## src/rtl/pfc_pkg.sv

```systemverilog
// What this block does
// - host loads every byte of a modified page; unloaded bytes become undefined.
// - host starts each next byte load within 150 us of the previous rise.
// - host keeps the same page number at every falling strobe of one page.
// - with the guard on, host starts each page with the three unlock loads.
package pfc_pkg;
  // ****************************************
  // timing
  // ****************************************
  localparam int CLK_NS = 50;
  localparam int STROBE_NS = 100;
  localparam int STROBE_CYC = (STROBE_NS + CLK_NS - 1) / CLK_NS;
  localparam int ACCESS_NS = 200;
  localparam int ACCESS_CYC = (ACCESS_NS + CLK_NS - 1) / CLK_NS;
  localparam int LOAD_WINDOW_NS = 150000;
  localparam int LOAD_WINDOW_CYC = LOAD_WINDOW_NS / CLK_NS;
  localparam int WIN_MARGIN_CYC = 8;
  // ****************************************
  // register map and fields
  // ****************************************
  localparam logic [4:0] OFS_CMD = 5'h00;
  localparam logic [4:0] OFS_ADDR = 5'h04;
  localparam logic [4:0] OFS_WDATA = 5'h08;
  localparam logic [4:0] OFS_RDATA = 5'h0C;
  localparam logic [4:0] OFS_STATUS = 5'h10;
  localparam int CMD_OP_LSB = 0;
  localparam int CMD_SEL_LSB = 2;
  localparam int ST_BUSY = 0;
  localparam int ST_WIN = 1;
  localparam int ST_PAGE_ERR = 2;
  localparam int ST_POLL_TO = 3;
  localparam int ST_POLL_OK = 4;
  localparam logic [14:0] RST_ADDR = 15'h0000;
  localparam logic [7:0] RST_WDATA = 8'h00;
  localparam int PAGE_LSB = 6;
  localparam int COMPL_BIT = 7;
  localparam int TOGGLE_BIT = 6;
  localparam logic [1:0] OP_READ = 2'h0;
  localparam logic [1:0] OP_LOAD = 2'h1;
  localparam logic [1:0] OP_SEQ = 2'h2;
  localparam logic [1:0] OP_POLL = 2'h3;
  localparam logic [1:0] SEL_ENABLE = 2'h0;
  localparam logic [1:0] SEL_DISABLE = 2'h1;
  localparam logic [1:0] SEL_ERASE = 2'h2;
  localparam logic [2:0] LEN_SHORT = 3'h3;
  localparam logic [2:0] LEN_LONG = 3'h6;

  typedef enum logic [2:0] {
    S_IDLE, S_WAIT_WIN, S_RD_ACC, S_RD_GAP, S_WR_SETUP, S_WR_LOW, S_WR_HOLD
  } pfc_state_type;
endpackage

```

## src/rtl/pfc_window_timer.sv

```systemverilog
`timescale 1ns/100ps
`default_nettype none
module pfc_window_timer
  import pfc_pkg::*;
#(
  parameter int LIMIT_CYC = LOAD_WINDOW_CYC - WIN_MARGIN_CYC
) (
  // clock and reset
  input wire logic clk_i,
  input wire logic rst_i,
  // rising strobe of a byte load
  input wire logic rearm_i,
  // window still safely open
  output logic open_o
);
  localparam int CW = $clog2(LIMIT_CYC + 1);
  logic [CW-1:0] cnt;

  if (LIMIT_CYC < 1)
  begin : g_chk
    $error("load window limit too small");
  end

  // the margin keeps the next falling strobe inside the device window
  always_ff @(posedge clk_i)
  begin
    if (rst_i)
      cnt <= '0;
    else if (rearm_i)
      cnt <= CW'(LIMIT_CYC);
    else if (cnt != '0)
      cnt <= cnt - 1'b1;
  end

  assign open_o = (cnt != '0);
endmodule
`default_nettype wire

```

## src/rtl/pfc_ctrl.sv

```systemverilog
// Implementation choices: the register offsets and the Wishbone register port.
`timescale 1ns/100ps
`default_nettype none
module pfc_ctrl
  import pfc_pkg::*;
#(
  parameter int POLL_MAX = 1000,
  parameter logic [3*23-1:0] SEQ_ENABLE = {15'h0111, 8'h11, 15'h0222, 8'h22, 15'h0333, 8'h33},
  parameter logic [6*23-1:0] SEQ_DISABLE = {15'h0111, 8'h11, 15'h0222, 8'h22, 15'h0333, 8'h44,
                                            15'h0111, 8'h11, 15'h0222, 8'h22, 15'h0333, 8'h55},
  parameter logic [6*23-1:0] SEQ_ERASE = {15'h0111, 8'h11, 15'h0222, 8'h22, 15'h0333, 8'h66,
                                          15'h0111, 8'h11, 15'h0222, 8'h22, 15'h0333, 8'h77}
) (
  // clock and reset
  input wire logic clk_i,
  input wire logic rst_i,
  // wishbone slave
  input wire logic wb_cyc_i,
  input wire logic wb_stb_i,
  input wire logic wb_we_i,
  input wire logic [4:0] wb_adr_i,
  input wire logic [3:0] wb_sel_i,
  input wire logic [31:0] wb_dat_i,
  output logic [31:0] wb_dat_o,
  output logic wb_ack_o,
  // flash pins
  output logic [14:0] addr_o,
  output logic ce_n_o,
  output logic oe_n_o,
  output logic we_n_o,
  input wire logic [7:0] data_i,
  output logic [7:0] data_o,
  output logic data_oe_n_o
);
  // ****************************************
  // elaboration checks and helpers
  // ****************************************
  if (POLL_MAX < 2 || POLL_MAX > 65535 || LOAD_WINDOW_CYC <= WIN_MARGIN_CYC)
  begin : g_chk
    $error("pfc_ctrl parameters out of range");
  end

  function automatic logic [31:0] merge(input logic [31:0] old, input logic [31:0] nw,
                                        input logic [3:0] sel);
    logic [31:0] r;
    r = old;
    for (int i = 0; i < 4; i++)
      if (sel[i])
        r[8*i +: 8] = nw[8*i +: 8];
    return r;
  endfunction

  // sequence items are stored first-to-last from the top bits down
  function automatic logic [22:0] seq_item(input logic [1:0] sel, input logic [2:0] idx);
    logic [22:0] r;
    r = '0;
    case (sel)
      SEL_ENABLE: r = SEQ_ENABLE[23*(2-idx) +: 23];
      SEL_DISABLE: r = SEQ_DISABLE[23*(5-idx) +: 23];
      default: r = SEQ_ERASE[23*(5-idx) +: 23];
    endcase
    return r;
  endfunction

  // ****************************************
  // registers
  // ****************************************
  pfc_state_type state, next_state;
  logic [14:0] addr_r;
  logic [7:0] wdata_r;
  logic [7:0] rdata;
  logic [1:0] op_r, sel_r;
  logic [2:0] seq_idx, seq_len;
  logic [22:0] cur;
  logic [3:0] cnt;
  logic [8:0] page;
  logic page_valid;
  logic page_err, poll_to, poll_ok;
  logic prev_tog, have_prev;
  logic [15:0] poll_n;
  logic win_open, rearm;
  logic bus_wr, wr_cmd, wr_status, go, page_bad, poll_hit, poll_last;

  assign bus_wr = wb_cyc_i && wb_stb_i && wb_we_i && wb_ack_o;
  assign wr_cmd = bus_wr && wb_adr_i == OFS_CMD && wb_sel_i[0];
  assign wr_status = bus_wr && wb_adr_i == OFS_STATUS;
  // a reserved sequence select is ignored, as is any command while busy
  assign go = wr_cmd && state == S_IDLE &&
              !(wb_dat_i[CMD_OP_LSB +: 2] == OP_SEQ && wb_dat_i[CMD_SEL_LSB +: 2] == 2'h3);
  assign page_bad = win_open && page_valid && addr_r[14:PAGE_LSB] != page;
  assign poll_hit = have_prev && rdata[TOGGLE_BIT] == prev_tog &&
                    rdata[COMPL_BIT] == wdata_r[COMPL_BIT];
  assign poll_last = poll_n == 16'(POLL_MAX - 1);
  assign rearm = state == S_WR_LOW && next_state == S_WR_HOLD;

  always_ff @(posedge clk_i)
  begin
    if (rst_i)
      wb_ack_o <= 1'b0;
    else
      wb_ack_o <= wb_cyc_i && wb_stb_i && !wb_ack_o;
  end

  always_ff @(posedge clk_i)
  begin
    if (rst_i)
    begin
      addr_r <= RST_ADDR;
      wdata_r <= RST_WDATA;
    end
    else if (bus_wr && wb_adr_i == OFS_ADDR)
      addr_r <= 15'(merge({17'h0, addr_r}, wb_dat_i, wb_sel_i));
    else if (bus_wr && wb_adr_i == OFS_WDATA)
      wdata_r <= 8'(merge({24'h0, wdata_r}, wb_dat_i, wb_sel_i));
  end

  always_ff @(posedge clk_i)
  begin
    if (rst_i)
      wb_dat_o <= 32'h0000_0000;
    else if (wb_cyc_i && wb_stb_i && !wb_ack_o)
      case (wb_adr_i)
        OFS_ADDR: wb_dat_o <= {17'h0, addr_r};
        OFS_WDATA: wb_dat_o <= {24'h0, wdata_r};
        OFS_RDATA: wb_dat_o <= {24'h0, rdata};
        OFS_STATUS: wb_dat_o <= {27'h0, poll_ok, poll_to, page_err, win_open,
                                 state != S_IDLE};
        default: wb_dat_o <= 32'h0000_0000;
      endcase
  end

  // ****************************************
  // sticky flags, set wins over clear
  // ****************************************
  always_ff @(posedge clk_i)
  begin
    if (rst_i)
    begin
      page_err <= 1'b0;
      poll_to <= 1'b0;
      poll_ok <= 1'b0;
    end
    else
    begin
      page_err <= (go && wb_dat_i[CMD_OP_LSB +: 2] == OP_LOAD && page_bad) ||
                  (page_err && !(wr_status && wb_dat_i[ST_PAGE_ERR]));
      poll_to <= (state == S_RD_GAP && op_r == OP_POLL && !poll_hit && poll_last) ||
                 (poll_to && !(wr_status && wb_dat_i[ST_POLL_TO]));
      poll_ok <= (state == S_RD_GAP && op_r == OP_POLL && poll_hit) ||
                 (poll_ok && !(wr_status && wb_dat_i[ST_POLL_OK]));
    end
  end

  // ****************************************
  // sequencer
  // ****************************************
  always_comb
  begin
    next_state = state;
    case (state)
      S_IDLE:
        if (go)
          case (wb_dat_i[CMD_OP_LSB +: 2])
            OP_READ: next_state = S_RD_ACC;
            OP_POLL: next_state = S_WAIT_WIN;
            OP_LOAD: next_state = page_bad ? S_IDLE : S_WR_SETUP;
            default: next_state = S_WR_SETUP;
          endcase
      S_WAIT_WIN:
        if (!win_open)
          next_state = S_RD_ACC;
      S_RD_ACC:
        if (cnt == 4'h0)
          next_state = S_RD_GAP;
      S_RD_GAP:
        next_state = (op_r == OP_POLL && !poll_hit && !poll_last) ? S_RD_ACC : S_IDLE;
      S_WR_SETUP:
        next_state = S_WR_LOW;
      S_WR_LOW:
        if (cnt == 4'h0)
          next_state = S_WR_HOLD;
      S_WR_HOLD:
        next_state = (seq_idx + 3'h1 < seq_len) ? S_WR_SETUP : S_IDLE;
      default:
        next_state = S_IDLE;
    endcase
  end

  always_ff @(posedge clk_i)
  begin
    if (rst_i)
      state <= S_IDLE;
    else
      state <= next_state;
  end

  always_ff @(posedge clk_i)
  begin
    if (rst_i)
      cnt <= 4'h0;
    else if (state != S_RD_ACC && next_state == S_RD_ACC)
      cnt <= 4'(ACCESS_CYC - 1);
    else if (state != S_WR_LOW && next_state == S_WR_LOW)
      cnt <= 4'(STROBE_CYC - 1);
    else if (cnt != 4'h0)
      cnt <= cnt - 4'h1;
  end

  // step and command registers
  always_ff @(posedge clk_i)
  begin
    if (rst_i)
    begin
      op_r <= OP_READ;
      sel_r <= SEL_ENABLE;
      seq_idx <= 3'h0;
      seq_len <= 3'h1;
      cur <= '0;
    end
    else if (go)
    begin
      op_r <= wb_dat_i[CMD_OP_LSB +: 2];
      sel_r <= wb_dat_i[CMD_SEL_LSB +: 2];
      seq_idx <= 3'h0;
      if (wb_dat_i[CMD_OP_LSB +: 2] == OP_SEQ)
      begin
        seq_len <= (wb_dat_i[CMD_SEL_LSB +: 2] == SEL_ENABLE) ? LEN_SHORT : LEN_LONG;
        cur <= seq_item(wb_dat_i[CMD_SEL_LSB +: 2], 3'h0);
      end
      else
      begin
        seq_len <= 3'h1;
        cur <= {addr_r, wdata_r};
      end
    end
    else if (state == S_WR_HOLD && next_state == S_WR_SETUP)
    begin
      seq_idx <= seq_idx + 3'h1;
      cur <= seq_item(sel_r, seq_idx + 3'h1);
    end
  end

  // page of the open load window; unlock loads may target any page
  always_ff @(posedge clk_i)
  begin
    if (rst_i)
    begin
      page <= 9'h000;
      page_valid <= 1'b0;
    end
    else if (rearm && op_r == OP_LOAD)
    begin
      page <= cur[22:8+PAGE_LSB];
      page_valid <= 1'b1;
    end
    else if (!win_open)
      page_valid <= 1'b0;
  end

  // read capture and poll history
  always_ff @(posedge clk_i)
  begin
    if (rst_i)
    begin
      rdata <= 8'h00;
      prev_tog <= 1'b0;
      have_prev <= 1'b0;
      poll_n <= 16'h0000;
    end
    else if (go)
    begin
      have_prev <= 1'b0;
      poll_n <= 16'h0000;
    end
    else if (state == S_RD_ACC && cnt == 4'h0)
      rdata <= data_i;
    else if (state == S_RD_GAP)
    begin
      prev_tog <= rdata[TOGGLE_BIT];
      have_prev <= 1'b1;
      poll_n <= poll_n + 16'h0001;
    end
  end

  // ****************************************
  // pins: strobes registered from the next state, address and data taken from cur
  // ****************************************
  always_ff @(posedge clk_i)
  begin
    if (rst_i)
    begin
      ce_n_o <= 1'b1;
      oe_n_o <= 1'b1;
      we_n_o <= 1'b1;
      data_oe_n_o <= 1'b1;
    end
    else
    begin
      ce_n_o <= !(next_state inside {S_RD_ACC, S_WR_SETUP, S_WR_LOW, S_WR_HOLD});
      oe_n_o <= !(next_state == S_RD_ACC);
      we_n_o <= !(next_state == S_WR_LOW);
      data_oe_n_o <= !(next_state inside {S_WR_SETUP, S_WR_LOW, S_WR_HOLD});
    end
  end

  assign addr_o = cur[22:8];
  assign data_o = cur[7:0];

  pfc_window_timer #(
    .LIMIT_CYC(LOAD_WINDOW_CYC - WIN_MARGIN_CYC)
  ) u_win (
    .clk_i(clk_i),
    .rst_i(rst_i),
    .rearm_i(rearm),
    .open_o(win_open)
  );
endmodule
`default_nettype wire

```

## config.mk

```make
export PLATFORM = sky130hd
export DESIGN_NAME = pfc_ctrl
export DESIGN_NICKNAME = d
export VERILOG_FILES = /design/src/rtl/pfc_pkg.sv /design/src/rtl/pfc_window_timer.sv /design/src/rtl/pfc_ctrl.sv
export SDC_FILE = /design/constraint.sdc
export NUM_CORES = 1
export LEC_CHECK = 0
export ABC_AREA = 0
export ABC_CLOCK_PERIOD_IN_PS = 4300
export BUFFER_PORTS_ARGS = -buffer_cell sky130_fd_sc_hd__buf_2
export CAP_MARGIN = 20
export CORE_UTILIZATION = 43
export CTS_CLUSTER_SIZE = 40
export DETAILED_ROUTE_END_ITERATION = 10
export PLACE_DENSITY_LB_ADDON = 0.1
export RECOVER_POWER = 50
export SLEW_MARGIN = 10
export SYNTH_ARGS = -nofsm -noshare
export SYNTH_HDL_FRONTEND = slang
export SYNTH_SLANG_ARGS = --single-unit
```

## constraint.sdc

```tcl
create_clock -name clk_i -period 4.3 [get_ports clk_i]
set_input_delay 0.645 -clock clk_i [delete_from_list [all_inputs] [get_ports clk_i]]
set_output_delay 0.645 -clock clk_i [all_outputs]
set_load 0.02 [all_outputs]
```

==> key figures <==
Clock network
  – TritonCTS clock tree: done
  – TritonCTS buffer count: 17
  – CTS root buf: clkbuf_16
  – Max clock buf depth: 2
  – CTS Sinks: 134
  – Clk_lat worst skew: 0.43 ns
  – Htree depth: 4
  – Clock slew at reported path FFs: 0.08 ns
  – Hold_buf cts: 0

Logic synthesis
  – Syn Inst Count: 1305
  – Most common cell in the synthesized netlist: nor2_1
  – Netlist cell types: 101
  – Async S/R FF share, synth: 0
  – Yosys top cell by area: dfxtp_1
  – Most frequent cells after synthesis: nor2_1 (167), dfxtp_1 (134), nand2_1 (119)
  – Post-synth EDFFs: 0
  – Top FF cell, synth: dfxtp_1
  – Flops & latches, synth: 134
  – Top-area cell type share of the netlist area: 0.270
  – Syn Area/Cell: 7.62 sq um
  – Post-Synthesis Cell Area: 9950 sq um
  – Seq/Total Area, Yosys: 0.270
  – Synth warnings: 0
  – Synth area leaders: dfxtp_1 (27%), nor2_1 (6.3%), mux2i_1 (5.4%)

Final layout
  – Area grow syn2layout: 14.3%
  – Nets@finish: 1475
  – Share of layout cells above drive strength 1: 0.135
  – Post-route cell area: 11400 sq um
  – Non-filler cells, final: 1684
  – Inserted Diodes: 0

Place
  – Cell total after placement: 1652
  – GPL Wtd Cong: 0.999
  – Placement Cell Area: 10800 sq um
  – Buffers on Ports: 77
  – DP Wirelength: 27.3 mm

Worst setup path
  – Crit-path max FO: 10
  – CP Data Arrival Time: 4.45 ns
  – Startpoint types: register
  – CP endpoint kind: register
  – Kind of critical path: register to register
  – Worst endpoint required time: 4.63 ns

Run status
  – Status: finished, violations left
  – Violated checks: capacitance limit, slew limit

Timing
  – Tmin final: 4.12 ns
  – Fmax: 243 MHz
  – Final setup TNS: 0 ns
  – Slew HR: -0.153
  – Final hold violations: 0
  – Crit share post-route: 0.958
  – Max Slew Vio Count: 40
  – Clk_skew: 0.0204 ns
  – RSZ-0062 raised after global routing: false
  – Slew @ Worst Pin: 1.73 ns
  – Final setup viols: 0

Pwr
  – Pleak: 0.00441 uW
  – PwrDens: 291 nW/um^2
  – Worst vdd ir: 0.191 mV

Route
  – DR vias/cell: 6.16
  – DRC viols: 0
  – Routed Antenna Nets: 0
  – Total number of vias: 10400
  – Wirelength, routed: 36.2 mm
  – Iter 0 DRT Violations: 1257
  – WL/cell: 21.5 microns
  – First-pass DRT Iterations: 6

Die
  – Die footprint: 23700 sq um
  – Area of the core: 22600 sq um
  – Die W: 154 microns
  – Cell Rows: 55
  – Starting Density: 0.439
  – Top-Level Pins: 114
  – DIE HEIGHT: 154 microns

Global route
  – Initial antenna violation count: 0
  – Total GRT Usage: 0.307
  – Vias in the first global route: 9561
  – Gr ovfl total: 0
  – Largest net degree at the start of global routing: 76
  – First-pass GRT wire length: 56.6 mm

Job
  – Max-cap violation count: 1

Worst hold path
  – Hold Crit Class: primary input to register
==> registers in the layout (all words and copies together), names as in the netlist, 2 cells and up <==
signal / flops
addr_r: 15
cnt: 4
cur: 23
op_r: 2
page: 9
poll_n: 16
rdata: 8
sel_r: 2
seq_idx: 3
seq_len: 3
state: 3
u_win.cnt: 12
wb_dat_o: 15
wdata_r: 8
==> path summary, 6_finish.rpt <==
path | end | depth (start not counted) | startpoint | slack [ns]
worst max-delay path | cur[19] | 17 | seq_idx[0] | 0.18
worst min-delay path | rdata[4] | 3 | data_i[4] | 0.45
worst max register to register | cur[19] | 17 | seq_idx[0] | 0.18
worst min register to register | wb_dat_o[8] | 2 | wb_dat_o[8] | 0.45
==> power breakdown <==
part / leakage (uW) / internal, uW / switching (uW) / total (uW)
clock network: 0.000271 / 812 / 650 / 1460
registers: 0.00108 / 1310 / 53.3 / 1360
logic: 0.00306 / 196 / 291 / 487
total: 0.00441 / 2310 / 995 / 3310
==> repair_timing <==
item,in CTS,in global routing
setup endpoints to repair,0,7
setup buffers,0,0
gates resized for setup,0,4
==> logic make-up (layout without fill, tap and decap cells) <==
group | count (synthesis) | after routing | share of synthesized area
adders and majority gates | 35 | 35 | 0.0463
DFF | 134 | 134 | 0.270
muxes | 61 | 61 | 0.0637
other | 1 | 19 | 0.000377
xor gates and xnor gates | 45 | 45 | 0.0425
buffers and inverters | 144 | 220 | 0.0655
AOI/OAI and AO/OA | 386 | 386 | 0.270
and+or+nand+nor | 499 | 499 | 0.242
==> cell type report <==
| class | instances | area (sq um) |
|---|---|---|
| repair buffers | 157 | 935 |
| clock inverters | 14 | 139 |
| inverters | 31 | 116 |
| multi-input cells | 1045 | 6710 |
| fillers | 2309 | 11300 |
| clock buffers | 18 | 429 |
| flip-flops and latches | 134 | 2690 |
| well taps | 285 | 357 |
==> cell usage in the layout, fill, tap and decap left out, types with 18 or more instances in the layout <==
master,instances
a21oi_1,98
inv_1,28
nor2_1,167
nand2b_1,20
nand3_1,45
conb_1,19
a211oi_1,20
mux2i_1,54
dfxtp_1,132
a31oi_1,18
nor3_1,36
o21ai_0,67
nand2_1,119
xor2_1,18
buf_2,32
ha_1,31
xnor2_1,21
buf_4,77
o211ai_1,18
clkbuf_1,48
==> per-layer routing <==
| metal | global-route usage | routed length [microns] | part of all wire | vias to the layer above |
|---|---|---|---|---|
| met5 | 0 | 0 | 0 | - |
| met4 | 0.121 | 1280 | 0.035 | 0 |
| met3 | 0.0572 | 3280 | 0.090 | 93 |
| met2 | 0.462 | 15600 | 0.43 | 531 |
| met1 | 0.429 | 16100 | 0.44 | 4817 |
| li1 | - | - | - | 4932 |
==> critical path, cell delays in order, from the launching register on <==
cell	delay [ns]
dfxtp_2	0.37
inv_2	0.06
ha_1	0.35
nand2b_1	0.18
nand2_1	0.13
inv_1	0.06
ha_1	0.17
a21o_1	0.17
ha_1	0.28
ha_2	0.38
nand2b_1	0.07
a21oi_1	0.21
xnor2_2	0.18
or4b_1	0.59
a41oi_1	0.31
buf_4	0.18
o31ai_1	0.09
a211oi_1	0.24
==> per-stage QoR <==
stage                     worst slack (ns)  power [uW]   util  hold slack (ns)
after floorplan                     0.0138        1780      -            0.432
after global placement               0.257        1870  0.479            0.436
after detailed placement             0.247        1870  0.479            0.442
after CTS                            0.197        3330  0.504            0.444
after global routing               0.00618        3460  0.502            0.464
final                                0.182        3310  0.502            0.451
(Power assumes the default switching activity.)
